File: src/pkg/apfc_pkg.sv
// package: constants for the converter control block
package apfc_pkg;
  localparam int RES_W = 10;
  localparam int CH_W = 3;
  localparam int FR_W = 3;
  localparam int THR_W = 8;
  localparam int CNT_W = 9;
  // mode register field positions
  localparam int MODE_START_POS = 7;
  localparam int MODE_FR_LSB = 3;
  localparam int MODE_EN_POS = 0;
  // compare mode register field positions
  localparam int CMP_EN_POS = 7;
  localparam int CMP_COND_POS = 6;
  // reset values
  localparam logic [7:0] MODE_RST = 8'h00;
  localparam logic [7:0] CHAN_RST = 8'h00;
  localparam logic [7:0] CMPM_RST = 8'h00;
  localparam logic [7:0] THR_RST = 8'h00;
  localparam logic [15:0] RESULT_RST = 16'h0000;
  // conversion times in core clocks, per conversion-time code
  localparam logic [CNT_W-1:0] CONV_T0 = 9'h120;
  localparam logic [CNT_W-1:0] CONV_T1 = 9'h0F0;
  localparam logic [CNT_W-1:0] CONV_T2 = 9'h0C0;
  localparam logic [CNT_W-1:0] CONV_T4 = 9'h090;
  localparam logic [CNT_W-1:0] CONV_T5 = 9'h078;
  localparam logic [CNT_W-1:0] CONV_T6 = 9'h060;
  // one bit decision every this many cycles within a conversion
  localparam logic [CNT_W-1:0] BIT_STEP = 9'h008;
  typedef enum logic [1:0] {APFC_IDLE, APFC_CONV, APFC_DONE} apfc_state_e;
endpackage

File: src/hdl/apfc_ctrl.sv
// converter control with threshold comparison and access priority
// Contract
// - compare mode: convert, store, compare, conditional irq
// - condition 0: irq when upper byte >= threshold
// - condition 1: irq when upper byte < threshold
// - each new result overwrites the result register
// - after channel change next end is full time
// - converter stops in standby mode
// - result read served before coincident result write
// - mode/channel write blocks result and irq
// - each sample yields a 10-bit result
// - config write aborts, restarts if start set
// - threshold meets upper byte of left-aligned result
// - conversions run back to back while started
module apfc_ctrl
  import apfc_pkg::*;
(
  // clock and reset
  input  wire logic         core_clk,
  input  wire logic         rst_n,
  // register writes
  input  wire logic         mode_wr,
  input  wire logic         chan_wr,
  input  wire logic         cmpm_wr,
  input  wire logic         thr_wr,
  input  wire logic [7:0]   wr_data,
  // result read
  input  wire logic         result_rd,
  // power state and analog comparator
  input  wire logic         standby,
  input  wire logic         analog_cmp_high,
  // register views
  output logic [7:0]        converter_mode_reg,
  output logic [7:0]        channel_select_reg,
  output logic [7:0]        compare_mode_reg,
  output logic [7:0]        compare_threshold_reg,
  output logic [15:0]       conversion_result_reg,
  output logic [15:0]       result_rd_data,
  // analog side
  output logic [CH_W-1:0]   analog_inputs_sel,
  output logic [RES_W-1:0]  sar_trial,
  output logic              converting,
  // interrupt
  output logic              conversion_end_irq
);
  ////////////////////////////////////////////////////////////////////////
  // comparator input synchroniser
  logic cmp_s1;
  logic cmp_s2;
  always_ff @(posedge core_clk) begin
    cmp_s1 <= analog_cmp_high;
    cmp_s2 <= cmp_s1;
  end

  ////////////////////////////////////////////////////////////////////////
  // register fields and decode
  wire conversion_start_bit     = converter_mode_reg[MODE_START_POS];
  wire converter_enable_bit     = converter_mode_reg[MODE_EN_POS];
  wire threshold_compare_enable = compare_mode_reg[CMP_EN_POS];
  wire compare_condition_select = compare_mode_reg[CMP_COND_POS];
  wire [FR_W-1:0] conversion_time_field =
    converter_mode_reg[MODE_FR_LSB +: FR_W];
  wire [CH_W-1:0] channel_select_field = channel_select_reg[CH_W-1:0];
  wire cfg_wr = mode_wr | chan_wr | cmpm_wr | thr_wr;
  wire blk_wr = mode_wr | chan_wr;
  wire run = conversion_start_bit && !standby;

  logic [CNT_W-1:0] conv_time;
  always_comb begin
    unique case (conversion_time_field)
      3'h0:    conv_time = CONV_T0;
      3'h1:    conv_time = CONV_T1;
      3'h2:    conv_time = CONV_T2;
      3'h4:    conv_time = CONV_T4;
      3'h5:    conv_time = CONV_T5;
      3'h6:    conv_time = CONV_T6;
      default: conv_time = CONV_T0;
    endcase
  end

  ////////////////////////////////////////////////////////////////////////
  // register file, one short process per register
  always_ff @(posedge core_clk) begin
    if (!rst_n) begin
      converter_mode_reg <= MODE_RST;
    end else if (mode_wr) begin
      converter_mode_reg <= wr_data;
    end
  end

  always_ff @(posedge core_clk) begin
    if (!rst_n) begin
      channel_select_reg <= CHAN_RST;
    end else if (chan_wr) begin
      channel_select_reg <= {5'h00, wr_data[CH_W-1:0]};
    end
  end

  always_ff @(posedge core_clk) begin
    if (!rst_n) begin
      compare_mode_reg <= CMPM_RST;
    end else if (cmpm_wr) begin
      compare_mode_reg <= {wr_data[7:6], 6'h00};
    end
  end

  always_ff @(posedge core_clk) begin
    if (!rst_n) begin
      compare_threshold_reg <= THR_RST;
    end else if (thr_wr) begin
      compare_threshold_reg <= wr_data;
    end
  end

  ////////////////////////////////////////////////////////////////////////
  // conversion sequencing
  apfc_state_e      state;
  logic [CNT_W-1:0] cnt;
  wire [CNT_W-1:0] sample_cnt = conv_time - (BIT_STEP * 9'd10);
  wire sample_end = (cnt == sample_cnt);
  // ten decisions, the last on the final count, so the whole result
  // stands in the register when the done cycle begins
  wire tick = (cnt > sample_cnt) && (cnt[2:0] == 3'h7);
  wire last = (cnt == conv_time - 9'd1);
  wire sar_clear = (state != APFC_CONV) || cfg_wr || sample_end;
  wire [RES_W-1:0] sar_value;
  wire             sar_done;

  apfc_sar u_sar (
    .core_clk (core_clk),
    .rst_n    (rst_n),
    .clear    (sar_clear),
    .step     (tick),
    .cmp_high (cmp_s2),
    .trial    (sar_value),
    .done     ()
  );
  assign sar_done = last;

  always_ff @(posedge core_clk) begin
    if (!rst_n) begin
      state <= APFC_IDLE;
      cnt   <= '0;
    end else if (!run) begin
      state <= APFC_IDLE;
      cnt   <= '0;
    end else if (cfg_wr) begin
      state <= APFC_CONV;
      cnt   <= '0;
    end else begin
      unique case (state)
        APFC_IDLE: begin
          state <= APFC_CONV;
          cnt   <= '0;
        end
        APFC_CONV: begin
          cnt <= cnt + 9'd1;
          if (sar_done) begin
            state <= APFC_DONE;
          end
        end
        APFC_DONE: begin
          state <= APFC_CONV;
          cnt   <= '0;
        end
      endcase
    end
  end

  ////////////////////////////////////////////////////////////////////////
  // result latch, compare and interrupt
  wire [15:0] left_res = {sar_value, 6'h00};
  wire [7:0]  upper = left_res[15:8];
  wire ge = (upper >= compare_threshold_reg);
  wire cond_ok = compare_condition_select ? !ge : ge;
  wire store = (state == APFC_DONE) && run && !blk_wr;
  wire irq_ok = !threshold_compare_enable || cond_ok;
  wire conv_busy = (state == APFC_CONV) && run && converter_enable_bit;

  // a read takes the old value, a coincident store lands after it
  always_ff @(posedge core_clk) begin
    if (!rst_n) begin
      result_rd_data <= RESULT_RST;
    end else if (result_rd) begin
      result_rd_data <= conversion_result_reg;
    end
  end

  always_ff @(posedge core_clk) begin
    if (!rst_n) begin
      conversion_result_reg <= RESULT_RST;
    end else if (store) begin
      conversion_result_reg <= left_res;
    end
  end

  always_ff @(posedge core_clk) begin
    if (!rst_n) begin
      conversion_end_irq <= 1'b0;
    end else begin
      conversion_end_irq <= store && irq_ok;
    end
  end

  always_ff @(posedge core_clk) begin
    if (!rst_n) begin
      analog_inputs_sel <= '0;
      sar_trial         <= '0;
      converting        <= 1'b0;
    end else begin
      analog_inputs_sel <= channel_select_field;
      sar_trial         <= sar_value;
      converting        <= conv_busy;
    end
  end
endmodule // apfc_ctrl

File: src/hdl/apfc_sar.sv
// successive approximation register with one decision per step
module apfc_sar
  import apfc_pkg::*;
(
  // clock and reset
  input  wire logic             core_clk,
  input  wire logic             rst_n,
  // control
  input  wire logic             clear,
  input  wire logic             step,
  input  wire logic             cmp_high,
  // state
  output logic [RES_W-1:0]      trial,
  output logic                  done
);
  logic [RES_W-1:0] mask;
  wire  [RES_W-1:0] kept = cmp_high ? trial : (trial & ~mask);
  wire  [RES_W-1:0] next_mask = mask >> 1;

  always_ff @(posedge core_clk) begin
    if (!rst_n || clear) begin
      mask  <= {1'b1, {(RES_W-1){1'b0}}};
      trial <= {1'b1, {(RES_W-1){1'b0}}};
      done  <= 1'b0;
    end else if (step && !done) begin
      trial <= kept | next_mask;
      mask  <= next_mask;
      done  <= (next_mask == '0);
    end
  end
endmodule // apfc_sar

File: config.mk
export PLATFORM = sky130hd
export DESIGN_NAME = apfc_ctrl
export DESIGN_NICKNAME = d
export VERILOG_FILES = /design/src/pkg/apfc_pkg.sv /design/src/hdl/apfc_ctrl.sv /design/src/hdl/apfc_sar.sv
export SDC_FILE = /design/constraint.sdc
export NUM_CORES = 1
export LEC_CHECK = 0
export BUFFER_PORTS_ARGS = -buffer_cell sky130_fd_sc_hd__buf_2
export CORE_MARGIN = 3
export CORE_UTILIZATION = 50
export DETAILED_ROUTE_END_ITERATION = 10
export PLACE_DENSITY_LB_ADDON = 0.25
export REMOVE_ABC_BUFFERS = 1
export SETUP_SLACK_MARGIN = 0.5
export SYNTH_ARGS = -nofsm -noshare
export SYNTH_HDL_FRONTEND = slang
export SYNTH_SLANG_ARGS = --single-unit
File: constraint.sdc
create_clock -name core_clk -period 4.3 [get_ports core_clk]
set_input_delay 0.215 -clock core_clk [delete_from_list [all_inputs] [get_ports core_clk]]
set_output_delay 0.215 -clock core_clk [all_outputs]
set_load 0.01 [all_outputs]
==> out/qor.csv <==
stage,metric,value,unit
placed_design,dpl.hpwl,6510,um
hold_path,min_path_type,input pin to register,
timing,fin_skew,0.00709,ns
placed_design,numPortBuffers,72,
placed_design,placed_area,4430,um2
synthesis,synth_top_area_share,0.438,
worst_setup_path,cp-end-kind,register,
worst_setup_path,critPathMaxStageDelay,0.77,ns
route,wl,8640,um
power_and_ir_drop,total_leakage_power,2.14,nW
worst_setup_path,required,4.58,ns
die,dieHeight,96.7,um
synthesis,yosysUniqueCellTypes,50,
timing,min_period,3.46,ns
die,initial_core_util,0.524,
route,num_vias,3049,
route,drc,0,
synthesis,ys.flop_type,dfxtp_1,
clocking,cts_tree,done,
synthesis,netlist_top_cells_count,"dfxtp_1, nor2_1, mux2i_1",
worst_setup_path,worstSetupPathType,register to register,
route,postRouteAntennaNets,0,
global_route,grt_max_degree,44,
global_route,track_usage,0.183,
worst_setup_path,cp_slowest_cell,o41ai_4,
finish,areaGrowthSynthToFinish,13.8,%
synthesis,ys_seq_elements,90,
die,die_area,9350,um2
synthesis,yosysTopAreaCell,dfxtp_1,
timing,setup_violations,0,
timing,setup_tns,0,ns
route,drtPass1Iterations,4,
timing,worst_slack,0.842,ns
global_route,grt_pass1_vias,2991,
route,drtIter0Drc,121,
synthesis,synth_edf_count,0,
job,cap_violations,0,
finish,fillerInstances,710,
power_and_ir_drop,vdd_drop_max,0.227,mV
finish,fin_area,4680,um2
worst_setup_path,path_cells,inv_1 -> ha_1 -> a21oi_1 -> and3_1 -> ha_1 -> ha_1 -> o21a_1 -> o21a_1 -> o41ai_4 -> o21ai_0 -> a21oi_2,
route,wl_per_cell,14.2,um
worst_setup_path,path_max_fanout,19,
clocking,cts_root_buffer,clkbuf_8,
clocking,cts.sinks,90,
placed_design,numPlacedInstances,589,
placed_design,gp_congestion,0.832,
global_route,grt_overflow_total,0,
worst_setup_path,critPathMostFrequentCell,ha_1,
power_and_ir_drop,power.density,351,nW/um2
power_and_ir_drop,finalPower,1.64,mW
synthesis,synthCells,430,
clocking,h-tree-depth,3,
synthesis,synth.most_common_cell,dfxtp_1,
timing,slew_viol_final,0,
timing,hold_viol,0,
worst_setup_path,cp.arrival,3.74,ns
placed_design,preCtsSetupSlack,0.660,ns
synthesis,yosysSeqAreaShare,0.438,
worst_setup_path,cp-start-kind,register,
route,vias_per_cell,5.02,
clocking,cts_max_path_buffers,2,
synthesis,syn_avg_cell_area,9.57,um2
synthesis,synth_area,4110,um2
finish,antenna_cells,0,
finish,layout-drive-gt1-share,0.224,
synthesis,synth_area_leaders,"dfxtp_1, mux2i_1, ha_1",
die,fp.coreArea,7850,um2
status,status,completed,
timing,fmax,289,MHz
timing,worstMarginPinSlew,0.953,ns
global_route,antenna_found_initial,0,
clocking,insertion_delay,0.35,ns
die,num_io_pins,96,
die,die_w,96.7,um
timing,rsz0062_at_grt,false,
finish,fin_cells,607,
finish,nNetsFinal,539,
die,rows,32,
clocking,cts_buffers,9,
global_route,grt_pass1_wl,14400,um
synthesis,yosys_warnings,0,
synthesis,ys_async_sr_fraction,0,
timing,slew_headroom,0.363,
clocking,clkTransAtPathRegs,0.09,ns
timing,timing.final.crit_share,0.804,
[stage by stage]
stage	utilization	hold slack (ns)
finish	0.596	0.137
global route	0.596	0.136
CTS	0.594	0.124
detailed placement	0.564	0.316
global placement	0.564	0.312
floorplan	-	0.243
[critical path: cells and delay by family, from the launching register on]
family          cells  cell delay, ns
simple gates        1            0.23
compound gates      6            1.73
buf+inv             1            0.11
fa+ha+maj           3            0.83
flops               1            0.50
[report_power, final]
group          internal (mW)  switching, mW  total (mW)
sequential             0.847         0.0127       0.860
combinational         0.0617         0.0871       0.149
clock                  0.332          0.303       0.635
total                   1.24          0.403        1.64
[final cells by class]
type,instances,area (um2),share of cell area
clock inverters,7,100,0.0214
flip-flops and latches,90,1800,0.385
clock buffers,9,124,0.0265
multi-input cells,304,2050,0.439
inverters,20,75.1,0.0160
well taps,102,128,0.0273
repair buffers,75,398,0.0850
[cell families (layout without fill, tap and decap cells)]
| family | count (synthesis) | after routing | share of synthesized area |
|---|---|---|---|
| xor gates and xnor gates | 8 | 8 | 0.0170 |
| AOI/OAI and AO/OA | 65 | 65 | 0.116 |
| muxes | 40 | 40 | 0.0973 |
| other | 1 | 23 | 0.000912 |
| DFF | 90 | 90 | 0.438 |
| adders and majority gates | 22 | 22 | 0.0669 |
| and+or+nand+nor | 146 | 146 | 0.181 |
| buffers and inverters | 58 | 111 | 0.0827 |
[worst paths after layout]
check,slack [ns],start,depth (start not counted),end
max,0.84,converter_mode_reg[4]$_SDFFE_PN0P_,11,u_sar.trial[4]$_SDFFE_PP0P_
min reg2reg,0.33,cmp_s1$_DFF_P_,0,cmp_s2$_DFF_P_
min,0.14,wr_data[5],3,converter_mode_reg[5]$_SDFFE_PN0P_
max reg2reg,0.84,converter_mode_reg[4]$_SDFFE_PN0P_,11,u_sar.trial[4]$_SDFFE_PP0P_
[layout by cell type, fill, tap and decap left out, types with 2 or more instances in the layout]
master / count
nand3b_1: 2
clkbuf_8: 9
xor2_1: 3
a21o_1: 4
nand3_1: 9
nand2_1: 28
nand4_1: 4
dfxtp_1: 90
or4_1: 2
xnor2_1: 5
inv_6: 2
inv_1: 19
nor2b_1: 4
ha_1: 22
bufinv_16: 2
o21a_1: 4
buf_2: 72
nor3_1: 4
nand2b_1: 13
a21oi_2: 18
conb_1: 23
o21ai_1: 2
and2_1: 13
mux2i_1: 40
a21oi_1: 7
nor2_1: 52
a211o_1: 3
o21ai_0: 17
or3_1: 5
clkinv_4: 2
[per-layer routing]
layer	global-route usage	up-vias	wire [um]
met4	0.0648	0	77
met2	0.326	47	4460
li1	-	1557	-
met5	0	-	0
met3	0.0231	12	256
met1	0.227	1433	3840
[timing repair]
item | 4_1_cts | 5_1_grt
endpoints found under the setup margin | 0 | 20
resized for setup | 0 | 1
buffers inserted | 0 | 1
endpoints found under the hold margin | 1 | 0
hold buffers | 1 | 0
(Power assumes the default switching activity.)
